**src/acp_pkg.sv**
```systemverilog
// acp_pkg: constants for the converter configuration registers (power-down mask,
// alignment/reference/clock control, front-end options) and their serial port.
// assumes a single 10 MHz system clock; serial pins are oversampled by that clock.
package acp_pkg;

  // ==========================================================================
  // serial frame layout
  localparam int unsigned ACP_HDR_BITS   = 8;            // read flag + 7-bit address
  localparam int unsigned ACP_DATA_BITS  = 8;
  localparam logic [3:0]  ACP_LAST_BIT   = 4'h7;         // index of last bit in a byte
  localparam int unsigned ACP_RW_POS     = 7;            // header bit: 1 = read

  // ==========================================================================
  // register offsets
  localparam logic [6:0]  ACP_ADDR_PDN_MASK  = 7'h0D;
  localparam logic [6:0]  ACP_ADDR_ALIGN_CTL = 7'h0E;
  localparam logic [6:0]  ACP_ADDR_FE_OPT    = 7'h11;

  // ==========================================================================
  // global_powerdown_mask fields
  localparam int unsigned ACP_KEEP_CLKBUF_POS = 3;
  localparam int unsigned ACP_KEEP_REFAMP_POS = 2;
  localparam int unsigned ACP_BG_OFF_POS      = 1;

  // align_reference_clock_control fields
  localparam int unsigned ACP_PIN_ALIGN_POS   = 7;
  localparam int unsigned ACP_REG_ALIGN_POS   = 6;
  localparam int unsigned ACP_REG_ALIGN_EN    = 5;
  localparam int unsigned ACP_REFERENCE_REGISTER_CONTROL_POS     = 3;
  localparam int unsigned ACP_REF_SEL_HI      = 2;
  localparam int unsigned ACP_REF_SEL_LO      = 1;
  localparam int unsigned ACP_SE_CLK_POS      = 0;

  // front_end_options fields
  localparam int unsigned ACP_SE_A_POS        = 5;
  localparam int unsigned ACP_SE_B_POS        = 4;
  localparam int unsigned ACP_DLL_OFF_POS     = 2;
  localparam int unsigned ACP_AUTO_ZERO_ENABLE_POS       = 0;

  // ==========================================================================
  // reset values
  localparam logic [7:0]  ACP_RST_PDN_MASK    = 8'h00;
  localparam logic [7:0]  ACP_RST_ALIGN_CTL   = 8'h00;
  localparam logic [7:0]  ACP_RST_FE_OPT_FAST = 8'h00;   // fastest grade: auto-zero off
  localparam logic [7:0]  ACP_RST_FE_OPT_SLOW = 8'h01;   // slower grades: auto-zero on

  // ==========================================================================
  // reference source codes
  localparam logic [1:0]  ACP_REF_INTERNAL    = 2'h0;
  localparam logic [1:0]  ACP_REF_EXT_BUFFER  = 2'h1;
  localparam logic [1:0]  ACP_REF_EXT_DIRECT  = 2'h2;

  // ==========================================================================
  // serial receiver states
  typedef enum logic [2:0] {
    ACP_ST_IDLE = 3'h1,
    ACP_ST_HDR  = 3'h2,
    ACP_ST_DATA = 3'h4
  } acp_spi_state_e;

endpackage

```
**src/acp_config_regs.sv**
```systemverilog
// acp_config_regs: power-down mask, alignment/reference/clock control and front-end
// option registers behind the serial configuration port, plus their decode.
// assumes serial clock well below sys_clk/4; all pins are asynchronous.
// Operation
// - mask bit 3 set keeps sampling clock buffer alive in global sleep unless single-ended clock is selected
// - mask bit 2 set keeps reference amplifier alive in global sleep
// - mask bit 1 set turns bandgap off in global sleep
// - control bit 7 picks pin role: sleep when clear, alignment when set
// - toggling control bit 6 issues alignment while register alignment enabled
// - alignment command bit holds its written value; host clears it
// - control bit 5 takes alignment from register bit, not the pin
// - control bit 3 hands reference choice from pin to register and enables register clock choice
// - reference field: 00 internal, 01 buffered external, 10 external direct
// - control bit 0 under register control selects single-ended clock input
// - option bit 5 makes channel A input single-ended
// - option bit 4 makes channel B input single-ended
// - option bit 2 stops delay loop, fastest grade only, below 40 MSPS
// - option bit 0 enables auto-zero; reset value depends on grade
// - global sleep from register bit or pin in its sleep role; the mask gates only the block power-downs
`timescale 1ns/100ps
`default_nettype none

module acp_config_regs
  import acp_pkg::*;
#(
  parameter bit FASTEST_GRADE = 1'b1
) (
  // clock and reset
  input  wire logic       sys_clk,
  input  wire logic       arst_n,
  // serial configuration port
  input  wire logic       cfg_sclk,
  input  wire logic       cfg_sen_n,
  input  wire logic       cfg_sdin,
  output logic            cfg_sdout,
  output logic            cfg_sdout_oe,
  // device pins and neighbouring register bit
  input  wire logic       align_or_sleep_pin,
  input  wire logic       reference_buffer_pin,
  input  wire logic       global_sleep_bit,
  // analog control outputs
  output logic            global_sleep,
  output logic            clock_buffer_off,
  output logic            reference_amp_off,
  output logic            bandgap_off,
  output logic            align_cmd,
  output logic [1:0]      reference_select,
  output logic            single_ended_clock_select,
  output logic            single_ended_input_chan_a,
  output logic            single_ended_input_chan_b,
  output logic            sampling_delay_loop_off,
  output logic            auto_zero_enable
);
  import acp_pkg::*;

  localparam logic [7:0] FE_RST = FASTEST_GRADE ? ACP_RST_FE_OPT_FAST : ACP_RST_FE_OPT_SLOW;

  logic           sclk_s, sen_n_s, sdin_s, pin_s, refpin_s;
  logic           sclk_d_ff, sen_n_d_ff, pin_d_ff, align_prev_ff;
  logic           nxt_sclk_d, nxt_sen_n_d, nxt_pin_d, nxt_align_prev;
  acp_spi_state_e state_ff, nxt_state;
  logic [3:0]     cnt_ff, nxt_cnt;
  logic [7:0]     shin_ff, nxt_shin, hdr_ff, nxt_hdr, shout_ff, nxt_shout;
  logic           sdout_ff, nxt_sdout, oe_ff, nxt_oe;
  logic [7:0]     mask_ff, nxt_mask, align_ff, nxt_align, fe_ff, nxt_fe;
  logic [7:0]     rx_byte, rdata;
  logic           sclk_rise, sclk_fall, frame_start, wr_commit;

  // ==========================================================================
  // pin synchronisers
  acp_sync2 #(.WIDTH(5)) u_sync (
    .sys_clk (sys_clk),
    .arst_n  (arst_n),
    .din     ({cfg_sclk, cfg_sen_n, cfg_sdin, align_or_sleep_pin, reference_buffer_pin}),
    .dout    ({sclk_s, sen_n_s, sdin_s, pin_s, refpin_s})
  );

  assign sclk_rise   = sclk_s & ~sclk_d_ff;
  assign sclk_fall   = ~sclk_s & sclk_d_ff;
  assign frame_start = sen_n_d_ff & ~sen_n_s;
  assign rx_byte     = {shin_ff[6:0], sdin_s};

  // read mux; unmapped addresses read as zero
  always_comb begin
    unique case (rx_byte[6:0])
      ACP_ADDR_PDN_MASK:  rdata = mask_ff;
      ACP_ADDR_ALIGN_CTL: rdata = align_ff;
      ACP_ADDR_FE_OPT:    rdata = fe_ff;
      default:            rdata = 8'h00;
    endcase
  end

  // ==========================================================================
  // serial receiver and register file: next values
  always_comb begin
    nxt_state  = state_ff;
    nxt_cnt    = cnt_ff;
    nxt_shin   = shin_ff;
    nxt_hdr    = hdr_ff;
    nxt_shout  = shout_ff;
    nxt_sdout  = sdout_ff;
    nxt_oe     = oe_ff;
    nxt_mask   = mask_ff;
    nxt_align  = align_ff;
    nxt_fe     = fe_ff;
    wr_commit  = 1'b0;
    unique case (state_ff)
      ACP_ST_IDLE: begin
        if (frame_start) begin
          nxt_state = ACP_ST_HDR;
          nxt_cnt   = 4'h0;
        end
      end
      ACP_ST_HDR: begin
        if (sclk_rise) begin
          nxt_shin = rx_byte;
          nxt_cnt  = cnt_ff + 4'h1;
          if (cnt_ff == ACP_LAST_BIT) begin
            nxt_state = ACP_ST_DATA;
            nxt_hdr   = rx_byte;
            nxt_cnt   = 4'h0;
            nxt_shout = rdata;
            nxt_oe    = rx_byte[ACP_RW_POS];
          end
        end
      end
      ACP_ST_DATA: begin
        // read data changes on the falling edge so the host samples it rising
        if (sclk_fall && oe_ff) begin
          nxt_sdout = shout_ff[7];
          nxt_shout = {shout_ff[6:0], 1'b0};
        end
        if (sclk_rise) begin
          nxt_shin = rx_byte;
          nxt_cnt  = cnt_ff + 4'h1;
          if (cnt_ff == ACP_LAST_BIT) begin
            nxt_state = ACP_ST_IDLE;
            nxt_oe    = 1'b0;
            wr_commit = ~hdr_ff[ACP_RW_POS];
          end
        end
      end
    endcase
    // reserved bits are stored as written, with no side effect
    if (wr_commit) begin
      if (hdr_ff[6:0] == ACP_ADDR_PDN_MASK) nxt_mask = rx_byte;
      if (hdr_ff[6:0] == ACP_ADDR_ALIGN_CTL) nxt_align = rx_byte;
      if (hdr_ff[6:0] == ACP_ADDR_FE_OPT) nxt_fe = rx_byte;
    end
    // deselect aborts a frame; a partial write is dropped
    if (sen_n_s) begin
      nxt_state = ACP_ST_IDLE;
      nxt_oe    = 1'b0;
    end
  end

  always_ff @(posedge sys_clk or negedge arst_n) begin
    if (!arst_n) begin
      state_ff <= ACP_ST_IDLE;
      cnt_ff   <= 4'h0;
      shin_ff  <= 8'h00;
      hdr_ff   <= 8'h00;
      shout_ff <= 8'h00;
      sdout_ff <= 1'b0;
      oe_ff    <= 1'b0;
      mask_ff  <= ACP_RST_PDN_MASK;
      align_ff <= ACP_RST_ALIGN_CTL;
      fe_ff    <= FE_RST;
    end else begin
      state_ff <= nxt_state;
      cnt_ff   <= nxt_cnt;
      shin_ff  <= nxt_shin;
      hdr_ff   <= nxt_hdr;
      shout_ff <= nxt_shout;
      sdout_ff <= nxt_sdout;
      oe_ff    <= nxt_oe;
      mask_ff  <= nxt_mask;
      align_ff <= nxt_align;
      fe_ff    <= nxt_fe;
    end
  end

  assign cfg_sdout    = sdout_ff;
  assign cfg_sdout_oe = oe_ff;

  // ==========================================================================
  // control decode: next values
  logic       n_sleep, n_clkoff, n_refoff, n_bgoff, n_align, n_sec, n_sea, n_seb;
  logic       n_dll, n_az;
  logic [1:0] n_ref;
  logic       reg_ctl;

  always_comb begin
    nxt_sclk_d     = sclk_s;
    nxt_sen_n_d    = sen_n_s;
    nxt_pin_d      = pin_s;
    nxt_align_prev = align_ff[ACP_REG_ALIGN_POS];
    reg_ctl        = align_ff[ACP_REFERENCE_REGISTER_CONTROL_POS];
    n_sleep  = global_sleep_bit | (pin_s & ~align_ff[ACP_PIN_ALIGN_POS]);
    n_clkoff = n_sleep & ~mask_ff[ACP_KEEP_CLKBUF_POS];
    n_refoff = n_sleep & ~mask_ff[ACP_KEEP_REFAMP_POS];
    n_bgoff  = n_sleep & mask_ff[ACP_BG_OFF_POS];
    // pin alignment is ignored once the register owns alignment
    if (align_ff[ACP_REG_ALIGN_EN]) begin
      n_align = align_ff[ACP_REG_ALIGN_POS] ^ align_prev_ff;
    end else begin
      n_align = align_ff[ACP_PIN_ALIGN_POS] & pin_s & ~pin_d_ff;
    end
    // without register control, the pin picks internal or buffered external
    if (reg_ctl) begin
      n_ref = align_ff[ACP_REF_SEL_HI:ACP_REF_SEL_LO];
    end else begin
      n_ref = refpin_s ? ACP_REF_EXT_BUFFER : ACP_REF_INTERNAL;
    end
    n_sec = reg_ctl & align_ff[ACP_SE_CLK_POS];
    // single-ended clock also stops the differential buffer
    n_clkoff = n_clkoff | n_sec;
    n_sea = fe_ff[ACP_SE_A_POS];
    n_seb = fe_ff[ACP_SE_B_POS];
    n_dll = FASTEST_GRADE & fe_ff[ACP_DLL_OFF_POS];
    n_az  = fe_ff[ACP_AUTO_ZERO_ENABLE_POS];
  end

  always_ff @(posedge sys_clk or negedge arst_n) begin
    if (!arst_n) begin
      sclk_d_ff                 <= 1'b0;
      sen_n_d_ff                <= 1'b0;
      pin_d_ff                  <= 1'b0;
      align_prev_ff             <= 1'b0;
      global_sleep              <= 1'b0;
      clock_buffer_off          <= 1'b0;
      reference_amp_off         <= 1'b0;
      bandgap_off               <= 1'b0;
      align_cmd                 <= 1'b0;
      reference_select          <= ACP_REF_INTERNAL;
      single_ended_clock_select <= 1'b0;
      single_ended_input_chan_a <= 1'b0;
      single_ended_input_chan_b <= 1'b0;
      sampling_delay_loop_off   <= 1'b0;
      auto_zero_enable          <= FE_RST[ACP_AUTO_ZERO_ENABLE_POS];
    end else begin
      sclk_d_ff                 <= nxt_sclk_d;
      sen_n_d_ff                <= nxt_sen_n_d;
      pin_d_ff                  <= nxt_pin_d;
      align_prev_ff             <= nxt_align_prev;
      global_sleep              <= n_sleep;
      clock_buffer_off          <= n_clkoff;
      reference_amp_off         <= n_refoff;
      bandgap_off               <= n_bgoff;
      align_cmd                 <= n_align;
      reference_select          <= n_ref;
      single_ended_clock_select <= n_sec;
      single_ended_input_chan_a <= n_sea;
      single_ended_input_chan_b <= n_seb;
      sampling_delay_loop_off   <= n_dll;
      auto_zero_enable          <= n_az;
    end
  end

  // ==========================================================================
  // checks
  AST_CLKBUF_SLEEP: assert property (@(posedge sys_clk) disable iff (!arst_n)
    (n_sleep && !mask_ff[ACP_KEEP_CLKBUF_POS]) |=> clock_buffer_off)
    else $error("clock buffer not off in global sleep");
  AST_REFAMP_MASK: assert property (@(posedge sys_clk) disable iff (!arst_n)
    (!n_sleep || mask_ff[ACP_KEEP_REFAMP_POS]) |=> !reference_amp_off)
    else $error("reference amplifier off while masked");
  AST_BANDGAP: assert property (@(posedge sys_clk) disable iff (!arst_n)
    1'b1 |=> (bandgap_off == ($past(n_sleep) && $past(mask_ff[ACP_BG_OFF_POS]))))
    else $error("bandgap control wrong");
  AST_PIN_SLEEP: assert property (@(posedge sys_clk) disable iff (!arst_n)
    (pin_s && !align_ff[ACP_PIN_ALIGN_POS] && !align_ff[ACP_REG_ALIGN_EN]) |=> (global_sleep && !align_cmd))
    else $error("pin high in sleep role did not sleep");
  AST_REG_ALIGN: assert property (@(posedge sys_clk) disable iff (!arst_n)
    (align_ff[ACP_REG_ALIGN_EN] && $changed(align_ff[ACP_REG_ALIGN_POS])) |=> align_cmd)
    else $error("register alignment toggle lost");
  AST_ALIGN_HOLD: assert property (@(posedge sys_clk) disable iff (!arst_n)
    !wr_commit |=> $stable(align_ff))
    else $error("control register changed without a write");
  AST_PIN_IGNORED: assert property (@(posedge sys_clk) disable iff (!arst_n)
    (align_ff[ACP_REG_ALIGN_EN] && $stable(align_ff[ACP_REG_ALIGN_POS])) |=> !align_cmd)
    else $error("alignment issued while register owns alignment");
  AST_REF_SEL: assert property (@(posedge sys_clk) disable iff (!arst_n)
    align_ff[ACP_REFERENCE_REGISTER_CONTROL_POS] |=> reference_select == $past(align_ff[2:1]))
    else $error("reference select not taken from register");
  AST_SE_CLK: assert property (@(posedge sys_clk) disable iff (!arst_n)
    !align_ff[ACP_REFERENCE_REGISTER_CONTROL_POS] |=> !single_ended_clock_select)
    else $error("single-ended clock without register control");
  AST_FE_WRITE: assert property (@(posedge sys_clk) disable iff (!arst_n)
    (wr_commit && hdr_ff[6:0] == ACP_ADDR_FE_OPT) |=> fe_ff == $past(rx_byte) ##1
    (single_ended_input_chan_a == fe_ff[ACP_SE_A_POS]))
    else $error("front-end write not stored or not applied");

endmodule

`default_nettype wire

```
**src/acp_sync2.sv**
```systemverilog
// acp_sync2: two-flop synchroniser for a bundle of asynchronous pins.
// assumes each bit is an independent level; no bus coherence is offered.
`timescale 1ns/100ps
`default_nettype none

module acp_sync2 #(
  parameter int WIDTH = 1
) (
  // clock and reset
  input  wire logic             sys_clk,
  input  wire logic             arst_n,
  // pins in, synchronised levels out
  input  wire logic [WIDTH-1:0] din,
  output logic      [WIDTH-1:0] dout
);

  logic [WIDTH-1:0] meta_ff;
  logic [WIDTH-1:0] sync_ff;

  // ==========================================================================
  // first stage feeds only the second stage
  always_ff @(posedge sys_clk or negedge arst_n) begin
    if (!arst_n) begin
      meta_ff <= '0;
      sync_ff <= '0;
    end else begin
      meta_ff <= din;
      sync_ff <= meta_ff;
    end
  end

  assign dout = sync_ff;

endmodule

`default_nettype wire

```
**config.mk**
```make
export PLATFORM = sky130hd
export DESIGN_NAME = acp_config_regs
export DESIGN_NICKNAME = d
export VERILOG_FILES = /design/src/acp_pkg.sv /design/src/acp_config_regs.sv /design/src/acp_sync2.sv
export SDC_FILE = /design/constraint.sdc
export NUM_CORES = 1
export LEC_CHECK = 0
export ABC_AREA = 1
export BUFFER_PORTS_ARGS = -buffer_cell sky130_fd_sc_hd__clkbuf_2
export CORE_AREA = 2 2 100 78
export DETAILED_ROUTE_END_ITERATION = 6
export DIE_AREA = 0 0 102 80
export PLACE_DENSITY = 0.66
export SYNTH_ARGS = -nofsm -noshare
export SYNTH_HDL_FRONTEND = slang
export SYNTH_SLANG_ARGS = --single-unit
```
**constraint.sdc**
```tcl
create_clock -name sys_clk -period 4.9 [get_ports sys_clk]
set_clock_uncertainty 0.15 [all_clocks]
set_input_delay 0.245 -clock sys_clk [delete_from_list [all_inputs] [get_ports sys_clk]]
set_output_delay 0.245 -clock sys_clk [all_outputs]
set_load 0.01 [all_outputs]
```
; After elaboration in Yosys (flattened, before gate mapping)
; Index checks and enable logic that the tools add are counted.
; Widths: inputs -> output; s select.
[totals]
latchBits = 0
register_bits = 82
mem_bits_ro = 0
ram_bits = 0
word_cells = 112
n_memories = 0
[classes]
div_mod_pow = 0
mux = 29
multipliers = 0
shifts = 0
n_addsub = 1
n_reduce_logical = 14
magnitude_cmp = 0
bitwise_logic = 21
n_eq_ne = 20
[ops]
columns = operator, n
row1 = $eq 7x4->1 const B, 4
row2 = $mux 8, 3
row3 = $pmux 8 s3, 1
row4 = $mux 3, 6
row5 = $mux 4, 4
row6 = $pmux 8 s2, 1
row7 = $ne 3x2->1 const B, 5
row8 = $eq 7x5->1 const B, 2
row9 = $pmux 4 s3, 1
row10 = $and 1x1->1, 10
row11 = $mux 1, 10
row12 = $ne 2x2->1 const B, 5
row13 = $reduce_and 2->1, 5
row14 = $reduce_and 5->1, 2
row15 = $pmux 3 s3, 1
row16 = $not 1->1, 8
row17 = $reduce_and 3->1, 2
row18 = $add 4x1->4 const B, 1
row19 = $eq 4x3->1 const B, 1
row20 = $reduce_and 4->1, 1
row21 = $eq 3x1->1 const B, 1
row22 = $eq 3x2->1 const B, 1
row23 = $eq 3x3->1 const B, 1
row24 = $reduce_bool 3->1, 1
row25 = other kinds (7), 8

; Longest topological paths before layout
[logic_depth]
word_depth = 5
ltp_mapped = 9

; Hierarchy
; A second synthesis with hierarchy kept.
[hier_totals]
hier_cells = 365
area_unflattened_um2 = 3519.6
[modules_own_cells]
columns = mod, n_inst, area_each_um2, seq_area_each_um2, cells_per_inst
row1 = acp_config_regs, 1, 3269.4, 1803.0, 355
row2 = acp_sync2, 1, 250.2, 250.2, 10

; Worst setup path after synthesis
; No wires, ideal clock.
[synth_path]
path_kind = register to register
start = register cnt_ff[0]
end = register align_ff[0]
period_less_slack_ns = 1.655
t_required_ns = 4.633
path_slack_ns = 3.245
setup_time_ns = 0.117
arrival_ns = 1.388
path_stages_with_launch = 7
path_buffers = 0
cell_sequence = dfrtp_1 -> ha_1 -> nand3_2 -> nor4_4 -> nand2_4 -> nand2_1 -> nand2_1
[synth_between]
elab_chain_len = 5
[synth_lines]
columns = item, line
row1 = from (decl), acp_config_regs.sv:62  ; logic [3:0] cnt_ff, nxt_cnt;
row2 = from (signal assigned), acp_config_regs.sv:171  ; cnt_ff <= nxt_cnt;
row3 = $eq 4x3->1, acp_config_regs.sv:136  ; if (cnt_ff == ACP_LAST_BIT) begin
row4 = $mux 1, acp_config_regs.sv:136
row5 = $mux 1, acp_config_regs.sv:133  ; if (sclk_rise) begin
row6 = $mux 1, acp_config_regs.sv:107  ; unique case (state_ff)
row7 = $reduce_and 2->1 (no line), n/a
row8 = to (signal assigned), acp_config_regs.sv:178  ; align_ff <= nxt_align;
row9 = to (decl), acp_config_regs.sv:65  ; logic [7:0] mask_ff, nxt_mask, align_ff, nxt_align, fe_ff, nxt_fe;
; No other way between the ends.
; A chain may end at the register's enable or synchronous reset.

; Worst setup path in the final report
[layout_path]
start = register state_ff[1]
end = register oe_ff, in the netlist cfg_sdout_oe
[layout_between]
elab_chain_len = 3
word_cells_on_any_way = 10
[layout_lines]
columns = item, line
row1 = from (decl), acp_config_regs.sv:61  ; acp_spi_state_e state_ff, nxt_state;
row2 = from (signal assigned), acp_config_regs.sv:170  ; state_ff <= nxt_state;
row3 = $eq 3x2->1 or $eq 3x3->1 (tied branches), acp_config_regs.sv:107
row4 = "$ne 3x2->1 (no line), or another cell as far along", n/a
row5 = $reduce_and 5->1 (no line) or $mux 1 (tied branches), n/a
row6 = to (signal assigned), acp_config_regs.sv:176  ; oe_ff <= nxt_oe;
row7 = to (decl), acp_config_regs.sv:64  ; logic sdout_ff, nxt_sdout, oe_ff, nxt_oe;
; Parallel ways exist; a longest one is shown, timed or not.

==> impl.org <==
** Route
- DRC errors left :: 0
- Via count :: 2569
- For this block, the initial DRC count from the detailed router was 171.
- The count of nets left with antenna violations once routing finished came out at 0.
- In the routed layout, each cell is associated on average with a via count of 5.027.
- The first TritonRoute pass finished after 4 iterations.
- Routed wire per std cell :: 13.75 µm
- Final routed wirelength across all metal layers :: 7.027 mm

** Die
- The die is 102 µm wide.
- Overall die area :: 8160 µm²
- After floorplanning, the core was sized to cover 7162 µm².
- Measured along the y axis, the die boundary spans 80 µm.
- Top-level I/O count :: 22
- Row generation in the floorplan step produced 27 rows.
- Effective utilization at floorplan :: 48.53%

** Synthesis
- Post-synthesis net count :: 380
- The average instance in the mapped netlist occupies 9.369 µm².
- Distinct cell type count of the synthesized netlist :: 31
- Post-synth design cell area :: 3476 µm²
- The cell count after synthesis came out at 371.
- Synthesis inferred 82 register bits.
- Seq/Total Area, Yosys :: 59.07%
- Synth warnings :: 0

** Power
- Largest voltage drop on the vdd net :: 0.0001544 V
- Final Power :: 1.347 mW
- In this run the static leakage power is 1.894 nW.
- For this design the ratio of total power to cell area is 343.6 nW/µm².

** Clock tree
- Skew-Pair Late Insertion Delay :: 0.36 ns
- PostCTS Resize Cnt :: 0
- TritonCTS Buffers :: 9
- Clock Sink Count :: 82
- No sink is reached through more buffers than the 2 on the longest clock path.
- Clock tree synthesis selected as its root buffer the cell sky130_fd_sc_hd__clkbuf_8.
- Clock-pin slew was measured on the worst setup and hold paths at 0.09 ns.
- TritonCTS built the clock tree.
- Buffer count from post-CTS setup fixing :: 0
- In this run the number of H-tree levels came out at 3.

** Timing
- At the pin with the least slew margin, the transition time is 1.024 ns.
- Setup repair after global routing left no endpoint under its margin.
- Final min period :: 2.036 ns
- Slew margin rel. :: 31.74%
- Setup TNS :: 0 ns
- The number of max-slew violations in the final report is 0.
- Timing-limited maximum frequency :: 0.4911 GHz
- The tightest hold path in the finished design has a slack of 0.2043 ns.
- Final period utilization :: 41.56%
- Setup violators final :: 0
- The number of failing hold endpoints at the final stage is 0.

** Worst setup path
- Path type of the worst setup path :: reg2reg
- Critical path required time :: 5.01 ns
- Crit-path max FO :: 16
- CP Data Arrival Time :: 2.14 ns
- Worst Setup End Kind :: flip-flop
- Traced cell by cell, the critical path runs through inv_2 > nand3_2 > nand2_1 > inv_2 > nor2_2 > nand2_1 > nand3_1 > o21ai_1.
- Longest individual stage delay on the worst path :: 0.40 ns
- The number of buffers and inverters on the critical path is 2.
- Critical-path top delay cell :: sky130_fd_sc_hd__dfrtp_1
- Broken down by cell family, the worst path's largest delay share belongs to simple AND/OR/NAND/NOR gates.
- Startpoint type of the worst setup path :: flip-flop

** Global routing
- The number of global-route vias before repair came to 2409.
- After global routing the overflow that remains totals 0.
- Global routing usage summed across all routing layers :: 19.69%
- First-pass GRT wire length :: 12.03 mm
- Entering global routing, the biggest net connects 83 pins.
- The initial antenna violation count came to 0.

** Cells and area
- Layout cell share with drive strength beyond 1 :: 18.29%
- Most common cell after layout, fill and taps aside :: sky130_fd_sc_hd__nand2_1
- At the end of the flow, the number of nets in the layout was 414.
- Most frequent cells in the layout :: sky130_fd_sc_hd__nand2_1 (95), sky130_fd_sc_hd__dfrtp_1 (81), sky130_fd_sc_hd__nand3_1 (41)
- Compared with the post-synthesis result, the final layout area differs by 12.81%.
- Post-route design area :: 3921 µm²
- Count of antenna diodes in the layout :: 0

** Job
- Total of max-cap violations :: 0

** Placed design
- Gpl congestion :: 0.8324
- Post-DP HPWL :: 4.960 mm
- Cell area after placement :: 3675 µm²
- In this run the tool buffered the top-level ports with 21 buffer cells.

** Min path
- The tightest min-delay check is of the reg2reg type.

** Status
- The flow ran to the end, and the final reports show no timing, DRC or antenna violations.
## worst paths after layout
kind / to / startpoint / slack (ns) / cells past startpoint
max reg2reg: cfg_sdout_oe / state_ff[1] / 2.86 / 8
min reg2reg: u_sync.dout[4] / u_sync.meta_ff[4] / 0.20 / 0
max in group asynchronous: shin_ff[2] / arst_n / 3.49 / 2
min in group asynchronous: global_sleep / arst_n / 0.45 / 2
min: u_sync.dout[4] / u_sync.meta_ff[4] / 0.20 / 0
max: cfg_sdout_oe / state_ff[1] / 2.86 / 8
## cell families (layout without fill, tap and decap cells)
group,Yosys count,after routing,share of synthesized area (%)
AOI/OAI and AO/OA,60,60,10.04
buffers and inverters,37,76,4.463
and+or+nand+nor,188,188,25.31
adders and majority gates,1,1,0.3599
xor gates and xnor gates,3,3,0.7561
DFF,82,82,59.07
## area by class of cell
type	count	area, µm²
clock buffers	9	123.9
clock inverters	7	52.55
fillers	673	3241
inverters	32	120.1
multi-input cells	252	1267
flip-flops and latches	82	2053
well taps	101	126.4
repair buffers	28	177.7
## synthesized netlist by cell type, drive strengths merged
library cell   n  area share, %
nand2         99             11
ha             1           0.36
clkbuf         2           0.22
or2            1           0.18
nor4           2            1.2
nand3         44            6.8
nand3b         1           0.32
o211ai         1           0.22
dfstp          1           0.76
dfrtp         81             58
a21oi         23            3.5
xnor2          1           0.25
o21ai         35            6.0
xor2           2           0.50
inv           32            3.5
nor3           3           0.72
nand4          1           0.18
buf            3           0.79
nor2          37            4.8
a32o           1           0.29
## report_power, final
part / switching, mW / total, mW / internal (mW) / leakage, nW
Combinational: 0.128 / 0.167 / 0.0390 / 0.711
Sequential: 0.0315 / 0.739 / 0.707 / 1.09
Clock: 0.255 / 0.442 / 0.187 / 0.0900
## worst reg2reg max path, delay by kind of cell, from the launching register on
kind | cells | cell delay, ns
flops | 1 | 0.40
compound gates | 1 | 0.06
simple gates | 5 | 1.15
buf+inv | 2 | 0.15
## state kept, by name, summed over array words and instances, names as in the netlist, 2 cells and up
register	cells
cnt_ff	4
mask_ff	8
shout_ff	8
align_ff	8
state_ff	3
reference_select	2
shin_ff	7
u_sync.meta_ff	5
fe_ff	8
u_sync.dout	5
hdr_ff	8
## stage by stage
stage,std cells,utilization (%),worst slack (ns)
floorplan,371,-,3.245
global placement,488,51.31,3.009
detailed placement,488,51.31,2.908
CTS,511,54.75,2.878
global route,511,54.75,2.742
finish,511,54.75,2.864
## repair_timing
action / in CTS / in global routing
hold endpoints to repair: 89 / 0
hold buffers: 7 / 0
endpoints found under the setup margin: 0 / 0
## metal layers
metal	vias up	GRT usage, %	part of all wire (%)
li1	1279	-	-
met1	1229	30.18	51
met2	55	26.51	43
met3	6	6.567	4.9
met4	0	5.067	1.0
met5	-	0	0
Power figures use the tool's default switching activity.
